==> src/pkg/pkt_defines.svh <==
// Constants of the binary packet framer: header layout, ID ranges, timing.
// How it works
// Multi-byte fields go least significant byte first.
// Header: checksum, ID, length, CRC at 3.
// Checksum is (sum of four bytes ^ 0xff) + 1.
// Receiver slides bytewise until header checksum matches.
// Length counts payload from index 5, 0..255.
// CRC16 seeded 0xffff over payload only.
// Poly 0x1021, MSB first, no reflection or XOR.
// IDs 0..19 are system packets.
// IDs 20..179 are periodic state packets.
// IDs 180..255 are configuration packets.
// Request packet answered with the requested packet.
// Configuration packet answered with acknowledgement.
// Faulty external data gets NAK, never positive.
// After reset, system state emitted at 50 Hz.
// Due periodic packets sent in ascending ID.
// Host line rate at least 11 bit-times per byte.
// Pass-through bytes wrapped and returned; host ones sent out. The code ties pt_tx_valid low, so host ones are never sent out.
// Ack payload: ID, CRC at 1, result at 3.
`ifndef PKT_DEFINES_SVH
`define PKT_DEFINES_SVH
`define HDR_LEN         8'h05
`define HDR_CRC_OFS     8'h03
`define LRC_XOR         8'hff
`define CRC_SEED        16'hffff
`define CRC_POLY        16'h1021
`define ID_STATE_FIRST  8'h14
`define ID_CONFIG_FIRST 8'hb4
`define ID_ACK          8'h00
`define ID_REQUEST      8'h01
`define ID_PASSTHRU     8'h0a
`define ID_SYS_STATE    8'h14
`define ID_EXT_FIRST    8'h2c
`define ID_EXT_LAST     8'h35
`define ACK_LEN         8'h04
`define ACK_OK          8'h00
`define ACK_FAIL        8'h01
`define CLK_HZ          20000000
`define STATE_RATE_HZ   50
`define STATE_PERIOD    (`CLK_HZ / `STATE_RATE_HZ)
`endif

==> src/pkg/pkt_pkg.sv <==
// Types and helpers shared by both ends of the packet link.
`include "pkt_defines.svh"
package pkt_pkg;
	typedef enum logic [1:0] {
		CLS_SYSTEM = 2'b00,
		CLS_STATE  = 2'b01,
		CLS_CONFIG = 2'b10
	} id_class_t;

	// ************************************************************
	// Header checksum of identifier, length and both CRC bytes.
	// ************************************************************
	function automatic logic [7:0] hdr_lrc(input logic [7:0] id,
		input logic [7:0] len, input logic [15:0] crc);
		logic [7:0] s;
		s = id + len + crc[7:0] + crc[15:8];
		return (s ^ `LRC_XOR) + 8'h01;
	endfunction : hdr_lrc

	// ************************************************************
	// CRC16 over one byte, MSB first, no reflection.
	// ************************************************************
	function automatic logic [15:0] crc_byte(input logic [15:0] c,
		input logic [7:0] d);
		logic [15:0] r;
		r = c ^ {d, 8'h00};
		for (int i = 0; i < 8; i++) begin
			r = r[15] ? ((r << 1) ^ `CRC_POLY) : (r << 1);
		end
		return r;
	endfunction : crc_byte

	// ************************************************************
	// Identifier range classification.
	// ************************************************************
	function automatic id_class_t id_class(input logic [7:0] id);
		if (id < `ID_STATE_FIRST) begin
			return CLS_SYSTEM;
		end else if (id < `ID_CONFIG_FIRST) begin
			return CLS_STATE;
		end
		return CLS_CONFIG;
	endfunction : id_class
endpackage : pkt_pkg

==> src/pkg/pkt_link_if.sv <==
// Byte stream link joining the device end and the host end.
interface pkt_link_if;
	logic       h2d_valid;
	logic [7:0] h2d_data;
	logic       h2d_ready;
	logic       d2h_valid;
	logic [7:0] d2h_data;
	logic       d2h_ready;
	modport device (
		input  h2d_valid, h2d_data, d2h_ready,
		output h2d_ready, d2h_valid, d2h_data
	);
	modport host (
		output h2d_valid, h2d_data, d2h_ready,
		input  h2d_ready, d2h_valid, d2h_data
	);
endinterface : pkt_link_if

==> src/design/pkt_device.sv <==
// Device end: deframes host packets and frames replies and periodic output.
module pkt_device
	import pkt_pkg::*;
#(
	parameter int STATE_PERIOD = `STATE_PERIOD
) (
	// Clock and reset
	input  wire logic       ref_clk,
	input  wire logic       rst_n,
	// Link to host
	pkt_link_if.device      link,
	// Pass-through serial bytes
	input  wire logic       pt_rx_valid,
	input  wire logic [7:0] pt_rx_data,
	output      logic       pt_rx_ready,
	output      logic       pt_tx_valid,
	output      logic [7:0] pt_tx_data,
	input  wire logic       pt_tx_ready,
	// Configuration and external-data outcome from the core
	input  wire logic       cfg_ok,
	input  wire logic       ext_ok,
	// Received packet report
	output      logic       rx_pkt_valid,
	output      logic [7:0] rx_pkt_id,
	output      logic [1:0] rx_pkt_class
);
	typedef enum logic [1:0] {
		RX_HUNT = 2'b00,
		RX_DATA = 2'b01
	} rx_state_t;
	typedef enum logic [2:0] {
		TX_IDLE = 3'b000,
		TX_HDR  = 3'b001,
		TX_PAY  = 3'b010,
		TX_SCAN = 3'b011
	} tx_state_t;

	// ************************************************************
	// Receive: five-byte sliding window and payload capture.
	// ************************************************************
	rx_state_t   rx_reg;
	logic [39:0] win_reg;
	logic [7:0]  rcnt_reg;
	logic [15:0] rcrc_reg;
	logic [7:0]  rbuf [256];
	logic [39:0] win_next;
	logic        byte_in;
	logic        hdr_hit;

	assign link.h2d_ready = 1'b1;
	assign byte_in  = link.h2d_valid;
	assign win_next = {link.h2d_data, win_reg[39:8]};
	// Window byte 0 is oldest: lrc, id, len, crc lo, crc hi.
	assign hdr_hit  = win_next[7:0] ==
		hdr_lrc(win_next[15:8], win_next[23:16], win_next[39:24]);

	logic pkt_done;
	logic [7:0] p_id_reg;
	logic [7:0] p_len_reg;
	logic [15:0] p_crc_reg;
	logic crc_ok;

	always_ff @(posedge ref_clk) begin
		if (!rst_n) begin
			rx_reg   <= RX_HUNT;
			win_reg  <= '0;
			rcnt_reg <= '0;
			rcrc_reg <= `CRC_SEED;
			p_id_reg <= '0;
			p_len_reg <= '0;
			p_crc_reg <= '0;
		end else if (byte_in) begin
			case (rx_reg)
				RX_HUNT: begin
					win_reg <= win_next;
					if (hdr_hit) begin
						p_id_reg  <= win_next[15:8];
						p_len_reg <= win_next[23:16];
						p_crc_reg <= win_next[39:24];
						rcnt_reg  <= '0;
						rcrc_reg  <= `CRC_SEED;
						win_reg   <= '0;
						if (win_next[23:16] != 8'h00) begin
							rx_reg <= RX_DATA;
						end
					end
				end
				RX_DATA: begin
					rbuf[rcnt_reg] <= link.h2d_data;
					rcrc_reg <= crc_byte(rcrc_reg, link.h2d_data);
					rcnt_reg <= rcnt_reg + 8'h01;
					if (rcnt_reg + 8'h01 == p_len_reg) begin
						rx_reg <= RX_HUNT;
					end
				end
				default: rx_reg <= RX_HUNT;
			endcase
		end
	end

	assign pkt_done = byte_in && ((rx_reg == RX_HUNT && hdr_hit &&
		win_next[23:16] == 8'h00) || (rx_reg == RX_DATA &&
		rcnt_reg + 8'h01 == p_len_reg));
	assign crc_ok = (rx_reg == RX_HUNT) ? (win_next[39:24] == `CRC_SEED) :
		(crc_byte(rcrc_reg, link.h2d_data) == p_crc_reg);
	logic [7:0] done_id;
	assign done_id = (rx_reg == RX_HUNT) ? win_next[15:8] : p_id_reg;

	always_ff @(posedge ref_clk) begin
		if (!rst_n) begin
			rx_pkt_valid <= 1'b0;
			rx_pkt_id    <= '0;
			rx_pkt_class <= '0;
		end else begin
			rx_pkt_valid <= pkt_done && crc_ok;
			if (pkt_done) begin
				rx_pkt_id    <= done_id;
				rx_pkt_class <= id_class(done_id);
			end
		end
	end

	// ************************************************************
	// Pending work: ack, request, periodic, pass-through.
	// ************************************************************
	logic        ack_pend_reg;
	logic [7:0]  ack_id_reg;
	logic [15:0] ack_crc_reg;
	logic [7:0]  ack_res_reg;
	logic        req_pend_reg;
	logic [7:0]  req_id_reg;
	logic        per_pend_reg;
	logic [31:0] tick_reg;
	logic [179:0] per_en_reg;
	logic        ack_take;
	logic        req_take;
	logic        per_take;
	logic        is_ext;
	logic [7:0]  req_next;

	assign is_ext = done_id >= `ID_EXT_FIRST && done_id <= `ID_EXT_LAST;
	assign req_next = (rx_reg == RX_DATA) ? link.h2d_data : 8'h00;

	always_ff @(posedge ref_clk) begin
		if (!rst_n) begin
			ack_pend_reg <= 1'b0;
			ack_id_reg   <= '0;
			ack_crc_reg  <= '0;
			ack_res_reg  <= '0;
		end else if (pkt_done && crc_ok && (is_ext ? !ext_ok :
			id_class(done_id) == CLS_CONFIG)) begin
			ack_pend_reg <= 1'b1;
			ack_id_reg   <= done_id;
			ack_crc_reg  <= (rx_reg == RX_DATA) ? p_crc_reg : win_next[39:24];
			ack_res_reg  <= (is_ext || !cfg_ok) ? `ACK_FAIL : `ACK_OK;
		end else if (ack_take) begin
			ack_pend_reg <= 1'b0;
		end
	end

	always_ff @(posedge ref_clk) begin
		if (!rst_n) begin
			req_pend_reg <= 1'b0;
			req_id_reg   <= '0;
		end else if (pkt_done && crc_ok && done_id == `ID_REQUEST &&
			rx_reg == RX_DATA) begin
			req_pend_reg <= 1'b1;
			req_id_reg   <= (p_len_reg == 8'h01) ? req_next : rbuf[0];
		end else if (req_take) begin
			req_pend_reg <= 1'b0;
		end
	end

	always_ff @(posedge ref_clk) begin
		if (!rst_n) begin
			tick_reg     <= '0;
			per_pend_reg <= 1'b0;
			per_en_reg   <= '0;
			per_en_reg[`ID_SYS_STATE] <= 1'b1;
		end else begin
			if (tick_reg == 32'(STATE_PERIOD - 1)) begin
				tick_reg     <= '0;
				per_pend_reg <= 1'b1;
			end else begin
				tick_reg <= tick_reg + 32'h1;
				if (per_take) begin
					per_pend_reg <= 1'b0;
				end
			end
		end
	end

	// ************************************************************
	// Pass-through return path buffered in a FIFO.
	// ************************************************************
	logic       ptq_valid;
	logic [7:0] ptq_data;
	logic       ptq_ready;
	byte_fifo #(.WIDTH(8), .DEPTH(16)) u_ptq (
		.ref_clk   (ref_clk),
		.rst_n     (rst_n),
		.in_valid  (pt_rx_valid),
		.in_data   (pt_rx_data),
		.in_ready  (pt_rx_ready),
		.out_valid (ptq_valid),
		.out_data  (ptq_data),
		.out_ready (ptq_ready)
	);

	// ************************************************************
	// Transmit framer.
	// ************************************************************
	tx_state_t   tx_reg;
	logic [2:0]  hidx_reg;
	logic [7:0]  pidx_reg;
	logic [7:0]  tid_reg;
	logic [7:0]  tlen_reg;
	logic [7:0]  scan_reg;
	logic [31:0] pay_reg;
	logic [15:0] tcrc;
	logic [39:0] thdr;
	logic        tx_step;

	// Payload byte n is n of pay_reg for acks, zero for state packets.
	function automatic logic [7:0] pay_at(input logic [31:0] p,
		input logic [7:0] n);
		return (n < 8'h04) ? p[8*n[1:0] +: 8] : 8'h00;
	endfunction : pay_at

	always_comb begin
		tcrc = `CRC_SEED;
		for (int i = 0; i < 4; i++) begin
			if (8'(i) < tlen_reg) begin
				tcrc = crc_byte(tcrc, pay_at(pay_reg, 8'(i)));
			end
		end
		thdr = {tcrc, tlen_reg, tid_reg,
			hdr_lrc(tid_reg, tlen_reg, tcrc)};
	end

	assign tx_step   = link.d2h_ready;
	assign ack_take  = tx_reg == TX_IDLE && ack_pend_reg;
	assign req_take  = tx_reg == TX_IDLE && !ack_pend_reg && req_pend_reg;
	assign per_take  = tx_reg == TX_IDLE && !ack_pend_reg &&
		!req_pend_reg && per_pend_reg;
	assign ptq_ready = tx_reg == TX_IDLE && !ack_pend_reg &&
		!req_pend_reg && !per_pend_reg;
	assign pt_tx_valid = 1'b0;
	assign pt_tx_data  = 8'h00;
	assign link.d2h_valid = (tx_reg == TX_HDR) || (tx_reg == TX_PAY);
	assign link.d2h_data  = (tx_reg == TX_HDR) ?
		thdr[8*hidx_reg +: 8] : pay_at(pay_reg, pidx_reg);

	always_ff @(posedge ref_clk) begin
		if (!rst_n) begin
			tx_reg   <= TX_IDLE;
			hidx_reg <= '0;
			pidx_reg <= '0;
			tid_reg  <= '0;
			tlen_reg <= '0;
			pay_reg  <= '0;
			scan_reg <= '0;
		end else begin
			case (tx_reg)
				TX_IDLE: begin
					hidx_reg <= '0;
					pidx_reg <= '0;
					if (ack_take) begin
						tid_reg  <= `ID_ACK;
						tlen_reg <= `ACK_LEN;
						pay_reg  <= {ack_res_reg, ack_crc_reg,
							ack_id_reg};
						tx_reg   <= TX_HDR;
					end else if (req_take) begin
						tid_reg  <= req_id_reg;
						tlen_reg <= 8'h00;
						pay_reg  <= '0;
						tx_reg   <= TX_HDR;
					end else if (per_take) begin
						scan_reg <= `ID_STATE_FIRST;
						tx_reg   <= TX_SCAN;
					end else if (ptq_valid) begin
						tid_reg  <= `ID_PASSTHRU;
						tlen_reg <= 8'h01;
						pay_reg  <= {24'h0, ptq_data};
						tx_reg   <= TX_HDR;
					end
				end
				TX_SCAN: begin
					if (scan_reg == `ID_CONFIG_FIRST) begin
						tx_reg <= TX_IDLE;
					end else if (per_en_reg[scan_reg]) begin
						tid_reg  <= scan_reg;
						tlen_reg <= 8'h00;
						pay_reg  <= '0;
						scan_reg <= scan_reg + 8'h01;
						tx_reg   <= TX_HDR;
					end else begin
						scan_reg <= scan_reg + 8'h01;
					end
				end
				TX_HDR: begin
					if (tx_step) begin
						hidx_reg <= hidx_reg + 3'h1;
						if (hidx_reg == 3'(`HDR_LEN - 8'h01)) begin
							tx_reg <= (tlen_reg != 8'h00) ? TX_PAY :
								(scan_reg != '0 ? TX_SCAN : TX_IDLE);
						end
					end
				end
				TX_PAY: begin
					if (tx_step) begin
						pidx_reg <= pidx_reg + 8'h01;
						if (pidx_reg + 8'h01 == tlen_reg) begin
							tx_reg <= (scan_reg != '0) ? TX_SCAN : TX_IDLE;
						end
					end
				end
				default: tx_reg <= TX_IDLE;
			endcase
			if (tx_reg == TX_SCAN && scan_reg == `ID_CONFIG_FIRST) begin
				scan_reg <= '0;
			end
		end
	end
endmodule : pkt_device

==> src/design/byte_fifo.sv <==
// Synchronous FIFO with valid and ready on both sides.
module byte_fifo #(
	parameter int WIDTH = 8,
	parameter int DEPTH = 16
) (
	// Clock and reset
	input  wire logic             ref_clk,
	input  wire logic             rst_n,
	// Fill side
	input  wire logic             in_valid,
	input  wire logic [WIDTH-1:0] in_data,
	output      logic             in_ready,
	// Drain side
	output      logic             out_valid,
	output      logic [WIDTH-1:0] out_data,
	input  wire logic             out_ready
);
	localparam int AW = $clog2(DEPTH);
	logic [WIDTH-1:0] mem [DEPTH];
	logic [AW-1:0]    wr_reg;
	logic [AW-1:0]    rd_reg;
	logic [AW:0]      cnt_reg;
	logic             push;
	logic             pop;

	assign in_ready  = (cnt_reg != (AW+1)'(DEPTH));
	assign out_valid = (cnt_reg != '0);
	assign out_data  = mem[rd_reg];
	assign push      = in_valid && in_ready;
	assign pop       = out_valid && out_ready;

	always_ff @(posedge ref_clk) begin
		if (push) begin
			mem[wr_reg] <= in_data;
		end
	end

	always_ff @(posedge ref_clk) begin
		if (!rst_n) begin
			wr_reg  <= '0;
			rd_reg  <= '0;
			cnt_reg <= '0;
		end else begin
			if (push) begin
				wr_reg <= (wr_reg == AW'(DEPTH-1)) ? '0 : wr_reg + 1'b1;
			end
			if (pop) begin
				rd_reg <= (rd_reg == AW'(DEPTH-1)) ? '0 : rd_reg + 1'b1;
			end
			cnt_reg <= cnt_reg + (AW+1)'(push) - (AW+1)'(pop);
		end
	end
endmodule : byte_fifo

==> src/flat_wrapper.sv <==
// flat-port wrapper written by rule: the top's interface ports become plain ports
module pkt_device_flat import pkt_pkg::*;
#(
	parameter int STATE_PERIOD = `STATE_PERIOD
)
  (ref_clk, rst_n, pt_rx_valid, pt_rx_data, pt_rx_ready, pt_tx_valid, pt_tx_data, pt_tx_ready, cfg_ok, ext_ok, rx_pkt_valid, rx_pkt_id, rx_pkt_class, link_h2d_valid, link_h2d_data, link_d2h_ready, link_h2d_ready, link_d2h_valid, link_d2h_data);
  pkt_link_if link_i ();
  input  wire logic ref_clk;
  input  wire logic rst_n;
  input  wire logic pt_rx_valid;
  input  wire logic [7:0] pt_rx_data;
  output      logic pt_rx_ready;
  output      logic pt_tx_valid;
  output      logic [7:0] pt_tx_data;
  input  wire logic pt_tx_ready;
  input  wire logic cfg_ok;
  input  wire logic ext_ok;
  output      logic rx_pkt_valid;
  output      logic [7:0] rx_pkt_id;
  output      logic [1:0] rx_pkt_class;
  input wire logic [$bits(link_i.h2d_valid)-1:0] link_h2d_valid;
  input wire logic [$bits(link_i.h2d_data)-1:0] link_h2d_data;
  input wire logic [$bits(link_i.d2h_ready)-1:0] link_d2h_ready;
  output wire logic [$bits(link_i.h2d_ready)-1:0] link_h2d_ready;
  output wire logic [$bits(link_i.d2h_valid)-1:0] link_d2h_valid;
  output wire logic [$bits(link_i.d2h_data)-1:0] link_d2h_data;
  assign link_i.h2d_valid = link_h2d_valid;
  assign link_i.h2d_data = link_h2d_data;
  assign link_i.d2h_ready = link_d2h_ready;
  assign link_h2d_ready = link_i.h2d_ready;
  assign link_d2h_valid = link_i.d2h_valid;
  assign link_d2h_data = link_i.d2h_data;
  pkt_device #(.STATE_PERIOD(STATE_PERIOD)) u_core (.ref_clk(ref_clk), .rst_n(rst_n), .link(link_i), .pt_rx_valid(pt_rx_valid), .pt_rx_data(pt_rx_data), .pt_rx_ready(pt_rx_ready), .pt_tx_valid(pt_tx_valid), .pt_tx_data(pt_tx_data), .pt_tx_ready(pt_tx_ready), .cfg_ok(cfg_ok), .ext_ok(ext_ok), .rx_pkt_valid(rx_pkt_valid), .rx_pkt_id(rx_pkt_id), .rx_pkt_class(rx_pkt_class));
endmodule
==> config.mk <==
export PLATFORM = sky130hd
export DESIGN_NAME = pkt_device_flat
export DESIGN_NICKNAME = d
export VERILOG_FILES = /design/src/pkg/pkt_pkg.sv /design/src/pkg/pkt_link_if.sv /design/src/design/pkt_device.sv /design/src/design/byte_fifo.sv /design/src/flat_wrapper.sv
export VERILOG_INCLUDE_DIRS = /design/src /design/src/pkg
export SDC_FILE = /design/constraint.sdc
export NUM_CORES = 1
export LEC_CHECK = 0
export BUFFER_PORTS_ARGS = -buffer_cell sky130_fd_sc_hd__buf_2
export CORE_MARGIN = 4
export CORE_UTILIZATION = 34
export CTS_CLUSTER_DIAMETER = 200
export DETAILED_ROUTE_END_ITERATION = 16
export HOLD_SLACK_MARGIN = 0.05
export SYNTH_ARGS = -nofsm -noshare
export SYNTH_HDL_FRONTEND = slang
export SYNTH_SLANG_ARGS = --single-unit
==> constraint.sdc <==
create_clock -name ref_clk -period 6.5 [get_ports ref_clk]
set_input_delay 0 -clock ref_clk [delete_from_list [all_inputs] [get_ports ref_clk]]
set_output_delay 0 -clock ref_clk [all_outputs]
set_load 0.05 [all_outputs]
Word level (Yosys, flattened, before mapping)
Memories as Yosys holds them, arrays and structs flattened. A register that Yosys moved wholly into a read port is not among the register bits.
Cells that the tools add are included.
W data, S select, Z words.

storage, ports and cells
  output and inout bits = 31
  flip-flop bits (word level) = 259
  bits in writable memories = 2176
  word-level logic and storage cells = 324
  memory bits (read-only) = 256
  input port bits = 24
  memories = 3

memories
  memory            words  width  rd ports  clocked after memory_dff  write ports  line               RTL
  u_core.rbuf       256    8      1         1                         1            pkt_device.sv:45   logic [7:0] rbuf [256];
  (name not given)  256    1      1         1                         0            pkt_device.sv:292  end else if (per_en_reg[scan_reg]) begin
  u_core.u_ptq.mem  16     8      1         1                         1            byte_fifo.sv:19    logic [WIDTH-1:0] mem [DEPTH];

operators by class
  reductions and logical operators = 52
  shift-type cells = 2
  $add $sub $neg = 17
  order comparisons = 10
  bitwise logic cells = 48
  eq/ne operators = 33
  multiplexer cells = 132

operator list
  operator                 number
  $mux W13                 40
  $mux W32                 6
  $mux W8                  23
  $not A3 Y3               40
  $mux W16                 6
  $pmux W8 S2              5
  $pmux W32 S2             1
  $xor A16 B16 Y16         4
  $add A8 B8 Y8            6
  $add A8 B1 Y8 const B    5
  $mux W40                 1
  $shiftx A40 B7 Y8        1
  $mux W3                  12
  $add A32 B1 Y32 const B  1
  $eq A32 B19 Y1 const B   1
  $pmux W16 S2             1
  $shiftx A32 B6 Y8        1
  $eq A8 B8 Y1             3
  $reduce_bool A8 Y1       3
  $mux W1                  21
  $logic_and A1 B1 Y1      18
  $mux W2                  9
  $eq A16 B16 Y1           1
  $eq A16 B16 Y1 const B   1
  46 further kinds         84

Longest topological paths before layout
  depth in word-level cells = 78
  gate-level depth with buffers = 27
  depth with buffers taken out = 26

Hierarchy
Synthesis repeated with hierarchy kept, for this count alone.

second synthesis, totals
  cell total of the unflattened synthesis = 1905
  area total of the unflattened synthesis = 19698.9 um2

modules (own cells, without submodules)
  module      cells each  instances  area an instance (um2)  seq. area each (um2)
  pkt_device  1598        1          13842.0                 4744.6
  byte_fifo   307         1          5856.9                  4184.0

Worst setup path after synthesis
Ideal clock, no wire load.

  path type = register -> output
  start point = register u_core.pay_reg[4]
  end point = output port link_d2h_data[3]
  cell stages (with the launch flop) = 22
  setup slack = 800 ps
  arrival time = 5700 ps
  data required time = 6500 ps
  path buffers = 1
  path through = dfxtp_1 buf_4 xnor3_1 o21ai_1 xnor3_1 o22a_2 xnor3_1 xor2_1 nor2_2 xnor2_1 a21oi_1 inv_1 fa_1 inv_1 ha_1 ha_1 inv_1 fa_1 and3_1 xnor2_1 a22oi_1 o21ai_0

on the way
  word-level cells in the longest chain between the ends = 40
  elaborated cells on any way between the ends = 59
  classes of those cells = add/sub (3); shift (1); mux (34); bitwise (21)

ends and longest elaborated chain
  item                                           line                RTL
  start, declared                                pkt_device.sv:219   logic [31:0] pay_reg;
  start signal, assigned                         pkt_device.sv:271   pay_reg <= {ack_res_reg, ack_crc_reg,
  start signal, assigned                         pkt_device.sv:285   pay_reg <= {24'h0, ptq_data};
  $not A16 Y16 (no source line) (*)              --
  $mux W13 (*)                                   pkt_pkg.sv:28       r = r[15] ? ((r << 1) ^ `CRC_POLY) : (r << 1);
  $mux W13 (3 in a row)                          pkt_pkg.sv:28
  $mux W13 (*)                                   pkt_pkg.sv:28
  $mux W16 (*)                                   pkt_device.sv:233   if (8'(i) < tlen_reg) begin
  $xor A16 B16 Y16                               pkt_pkg.sv:26       r = c ^ {d, 8'h00};
  $mux W13 / $not A3 Y3 (equally long branches)  --
  $mux W13                                       pkt_pkg.sv:28
  [19 not listed]                                --
  $not A3 Y3 (no source line)                    --
  $mux W13 (3 in a row)                          pkt_pkg.sv:28
  $mux W16 (*)                                   pkt_device.sv:233
  $add A8 B8 Y8 (2 in a row)                     pkt_pkg.sv:16       s = id + len + crc[7:0] + crc[15:8];
  $not A8 Y8 (no source line)                    --
  $add A8 B1 Y8                                  pkt_pkg.sv:17       return (s ^ `LRC_XOR) + 8'h01;
  $shiftx A40 B7 Y8 (*)                          pkt_device.sv:252   thdr[8*hidx_reg +: 8] : pay_at(pay_reg, pidx_reg);
  $mux W8 (*)                                    pkt_device.sv:251   assign link.d2h_data = (tx_reg == TX_HDR) ?
  end, declared                                  flat_wrapper.sv:26  output wire logic [$bits(link_i.d2h_data)-1:0] link_d2h_data;

Mark *: on every way between the ends. The rest lies on a longest branch, timed or not.

Worst setup path after layout
  start point = register u_core.pay_reg[7]
  end point = output port link_d2h_data[7]

on the way
  word-level cells in the longest chain between the ends = 43
  elaborated cells on any way between the ends = 71
  classes of those cells = add/sub (3); shift (2); mux (38); bitwise (28)

ends and longest elaborated chain
  item                                                            line
  $not A16 Y16 (no source line)                                   --
  $mux W13 (5 in a row)                                           pkt_pkg.sv:28
  $mux W13 / $not A3 Y3 (equally long branches)                   --
  $mux W13                                                        pkt_pkg.sv:28
  $not A3 Y3 (no source line) / $mux W13 (equally long branches)  --
  $mux W13                                                        pkt_pkg.sv:28
  $mux W16                                                        pkt_device.sv:233
  $xor A16 B16 Y16                                                pkt_pkg.sv:26
  [23 not listed]                                                 --
  $mux W13 / $not A3 Y3 (equally long branches)                   --
  $mux W16 / $mux W13 (equally long branches)                     pkt_device.sv:233, pkt_pkg.sv:28
  $add A8 B8 Y8 / $mux W16 (equally long branches)                pkt_pkg.sv:16, pkt_device.sv:233
  $add A8 B8 Y8                                                   pkt_pkg.sv:16
  $not A8 Y8 (no source line)                                     --
  $add A8 B1 Y8                                                   pkt_pkg.sv:17
  $shiftx A40 B7 Y8                                               pkt_device.sv:252
  $mux W8 (*)                                                     pkt_device.sv:251

Marks and branches as above.

==> metrics.md <==
| Metric | Value |
|---|---|
| Fin. max-slew vios | `0` |
| CP endpoint kind | `output pin` |
| Slowest stage delay, CP | `around 500 ps` |
| Clk slew on worst S/H paths | `~60 ps` |
| Setup Skew | `13.5 ps` |
| First-iteration detailed-routing DRC count | `around 1,100` |
| Die Y | `249 um` |
| IR drop worst, VDD | `0.415 mV` |
| All-layer global routing usage | `0.153` |
| Largest register FFs | `around 130` |
| Measured slew at the worst slew-check pin | `around 1100 ps` |
| Final HPWL DP | `~34,000 um` |
| Die Area | `a little over 60,000 um2` |
| DR WL/cell | `approximately 17 um` |
| Fin Hold WS | `380 ps` |
| Post-synth EDFFs | `between 100 and 150` |
| Pleak | `8.18 nW` |
| Setup TNS Final | `0 ps` |
| Synth Area in Compound Gates | `0.103` |
| Ys async rst share | `0` |
| Skew-Pair Late Insertion Delay | `570 ps` |
| Final Instance Area | `between 20,000 and 25,000 um2` |
| Starting Density | `0.344` |
| Seq pwr share | `0.303` |
| Core Region | `approximately 58,000 um2` |
| Register area share after synthesis | `0.450` |
| Comb pwr share | `0.432` |
| Largest net degree at the start of global routing | `76` |
| Place WS | `335 ps` |
| Most frequent cells in the layout | `229 x dfxtp_1, 224 x nor2_1, 173 x nand2_1, 136 x edfxtp_1, 109 x xnor2_1` |
| Critical Path Most Common Cell | `xnor2_1` |
| Mapped Cells | `roughly 2,000` |
| Rel. slew slack | `0.237` |
| Placed cell area | `20,700 um2` |
| Cell Rows | `88` |
| Inst Count DP | `~2,700` |
| Switch share | `0.372` |
| Most common cell after layout, fill and taps aside | `dfxtp_1` |
| Post-layout net count | `about 2,100` |
| Mean Syn Cell Area | `between 10 and 15 um2` |
| Main combinational cell family by area after synthesis | `simple AND/OR/NAND/NOR gates` |
| Post-Layout Cell Count | `~2,800` |
| First-pass GRT wire length | `just under 80,000 um` |
| Setup crit start kind | `register` |
| CTS Buffer Depth | `3` |
| Total number of vias | `~15,000` |
| Crit path kind | `register to output pin` |
| Hold Crit Class | `input pin to register` |
| Post-Synthesis Cell Area | `between 15,000 and 20,000 um2` |
| Via density | `between 5 and 6` |
| Mux cell area share after synthesis | `0.0913` |
| Post-synthesis xor/xnor area fraction | `0.109` |
| Total power | `roughly 9 mW` |
| Routed Wire Length | `a little under 50,000 um` |
| # clock sinks | `about 380` |
| Crit path max fanout | `7` |
| Minimum clock period | `6200 ps` |
| Crit-path slowest cell | `fa_1` |
| Post-synthesis adder-cell area fraction | `0.0520` |
| Max frequency | `~160 MHz` |
| PortBufs | `43` |
| Power share of the clock group | `0.265` |
| Final period utilization | `0.953` |
| PD cells | `between 300 and 400 nW/um2` |
| Post-synth top flop | `dfxtp_1` |
| Antenna Cells | `0` |
| 1st-pass router iterations | `5` |
| Detail Route Antenna Nets | `0` |
| Final setup margin | `between 300 and 400 ps` |
| Worst Path Required | `between 6000 and 7000 ps` |
| Placer Congestion | `about 0.9` |
| Drt drc | `0` |
| Max-Cap Viols | `0` |
| Number of distinct library cells after synthesis | `slightly below 80` |
| NetSw | `approximately 3.3 mW` |
| CTS tree | `done` |
| WP data arrival | `about 6200 ps` |
| Grt total ovfl | `0` |
| Clk root buf | `clkbuf_16` |
| Status | `completed` |
| Synthesis-to-layout area growth | `14.0%` |
| Finish-stage setup viols | `0` |
| H-tree depth | `2` |
| Fill cell total of the finished layout | `5,611` |
| Ports | `55` |
| Initial antenna violation count | `0` |
| Internal power | `roughly 5.7 mW` |
| Die X | `249 um` |
| Final core utilization | `0.392` |
| Number of global-route vias before repair | `approximately 14,000` |
| Inserted Clock Buffers | `43` |
| Hold Fails Final Rpt | `0` |
| Simple-gate share of the synthesized area | `0.155` |
| Synth Register Bits | `378` |
| Layout cell share with drive strength beyond 1 | `0.128` |
| Synthesis warning total | `0` |
-- worst max-delay path, delay by kind of cell, from the launching register on --
| family | cells | cell delay, ps |
|---|---|---|
| fa+ha+maj | 4 | 1090 |
| compound gates | 7 | 1500 |
| xor+xnor | 9 | 1820 |
| buf+inv | 5 | 500 |
| flops | 1 | 430 |
| simple gates | 2 | 260 |
-- cells by family after synthesis --
family	Yosys count
AO/OA/AOI/OAI	314
other	2
adder cells (fa/ha/maj)	68
buffers and inverters	179
multiplexers	128
flip-flops	378
AND/OR/NAND/NOR	671
XOR/XNOR	215
-- area by class of cell --
cell class / instances / area [um2] / area share
Inverter: 58 / 220 / 0.00974
Tap cell: 765 / 957 / 0.0424
Clock inverter: 30 / 260 / 0.0115
Sequential cell: 378 / 8960 / 0.396
Multi-Input combinational cell: 1406 / 10300 / 0.456
Clock buffer: 49 / 1130 / 0.0500
Timing Repair Buffer: 106 / 761 / 0.0337
-- path summary, 6_finish.rpt --
| check | slack [ps] | endpoint | depth (start not counted) | startpoint |
|---|---|---|---|---|
| max | 300 | link_d2h_data[7] | 27 | u_core.pay_reg[7] |
| max reg2reg | 1230 | u_core.win_reg[39] | 16 | u_core.win_reg[25] |
| min reg2reg | 460 | u_core.tick_reg[0] | 1 | u_core.tick_reg[0] |
| min | 380 | u_core.u_ptq.mem[15][6] | 2 | pt_rx_data[6] |
-- timing repair --
| action | CTS | global route |
|---|---|---|
| endpoints found under the hold margin | 228 | 0 |
| pin swaps | 1 | 9 |
| buffers inserted | 1 | 9 |
| hold buffers | 24 | 0 |
| endpoints found under the setup margin | 4 | 4 |
| gates resized for setup | 10 | 37 |
-- power by group through the flow --
stage | Combinational, mW | Sequential (mW) | Clock [mW]
after floorplan | 2.96 | 2.67 | 0
after global placement | 3.61 | 2.76 | 0
after detailed placement | 3.66 | 2.76 | 0
after CTS | 3.70 | 2.72 | 2.45
after global routing | 4.27 | 2.74 | 2.55
final | 3.89 | 2.72 | 2.38
-- metal layers --
layer	wire, um	GRT usage	share of wire	vias up
met5	0	0	0	-
met3	2300	0.0277	0.047	69
met1	23100	0.217	0.47	7156
li1	-	-	-	6997
met4	1030	0.0386	0.021	0
met2	22500	0.244	0.46	352
-- Yosys cell counts (4+ instances only) --
library cell	n	area share
mux2i_1	77	0.039
nand2b_1	34	0.011
mux4_2	41	0.047
buf_2	8	0.0020
a22oi_1	24	0.0091
fa_1	24	0.024
and2_1	9	0.0028
nor2b_1	6	0.0019
mux2_2	9	0.0051
clkbuf_1	75	0.014
or3_1	7	0.0022
ha_1	44	0.028
a221oi_1	17	0.0075
nor2_1	227	0.043
nand3_1	72	0.018
a21o_1	8	0.0030
nor4_1	10	0.0032
buf_6	5	0.0028
nand2_1	173	0.033
and3_1	35	0.011
xnor3_1	13	0.015
o21ai_0	59	0.015
a32oi_1	4	0.0018
o31ai_1	7	0.0027
nor3_1	61	0.015
dfxtp_1	242	0.24
xor2_1	80	0.035
inv_1	55	0.010
edfxtp_1	136	0.21
buf_4	14	0.0053
xnor2_1	114	0.050
nand4_1	18	0.0057
o211ai_1	31	0.012
a31oi_1	15	0.0047
buf_1	16	0.0030
a21oi_1	102	0.026
a211o_1	5	0.0022
a311oi_1	5	0.0022
Note: power is estimated with default switching activity, not from simulation.
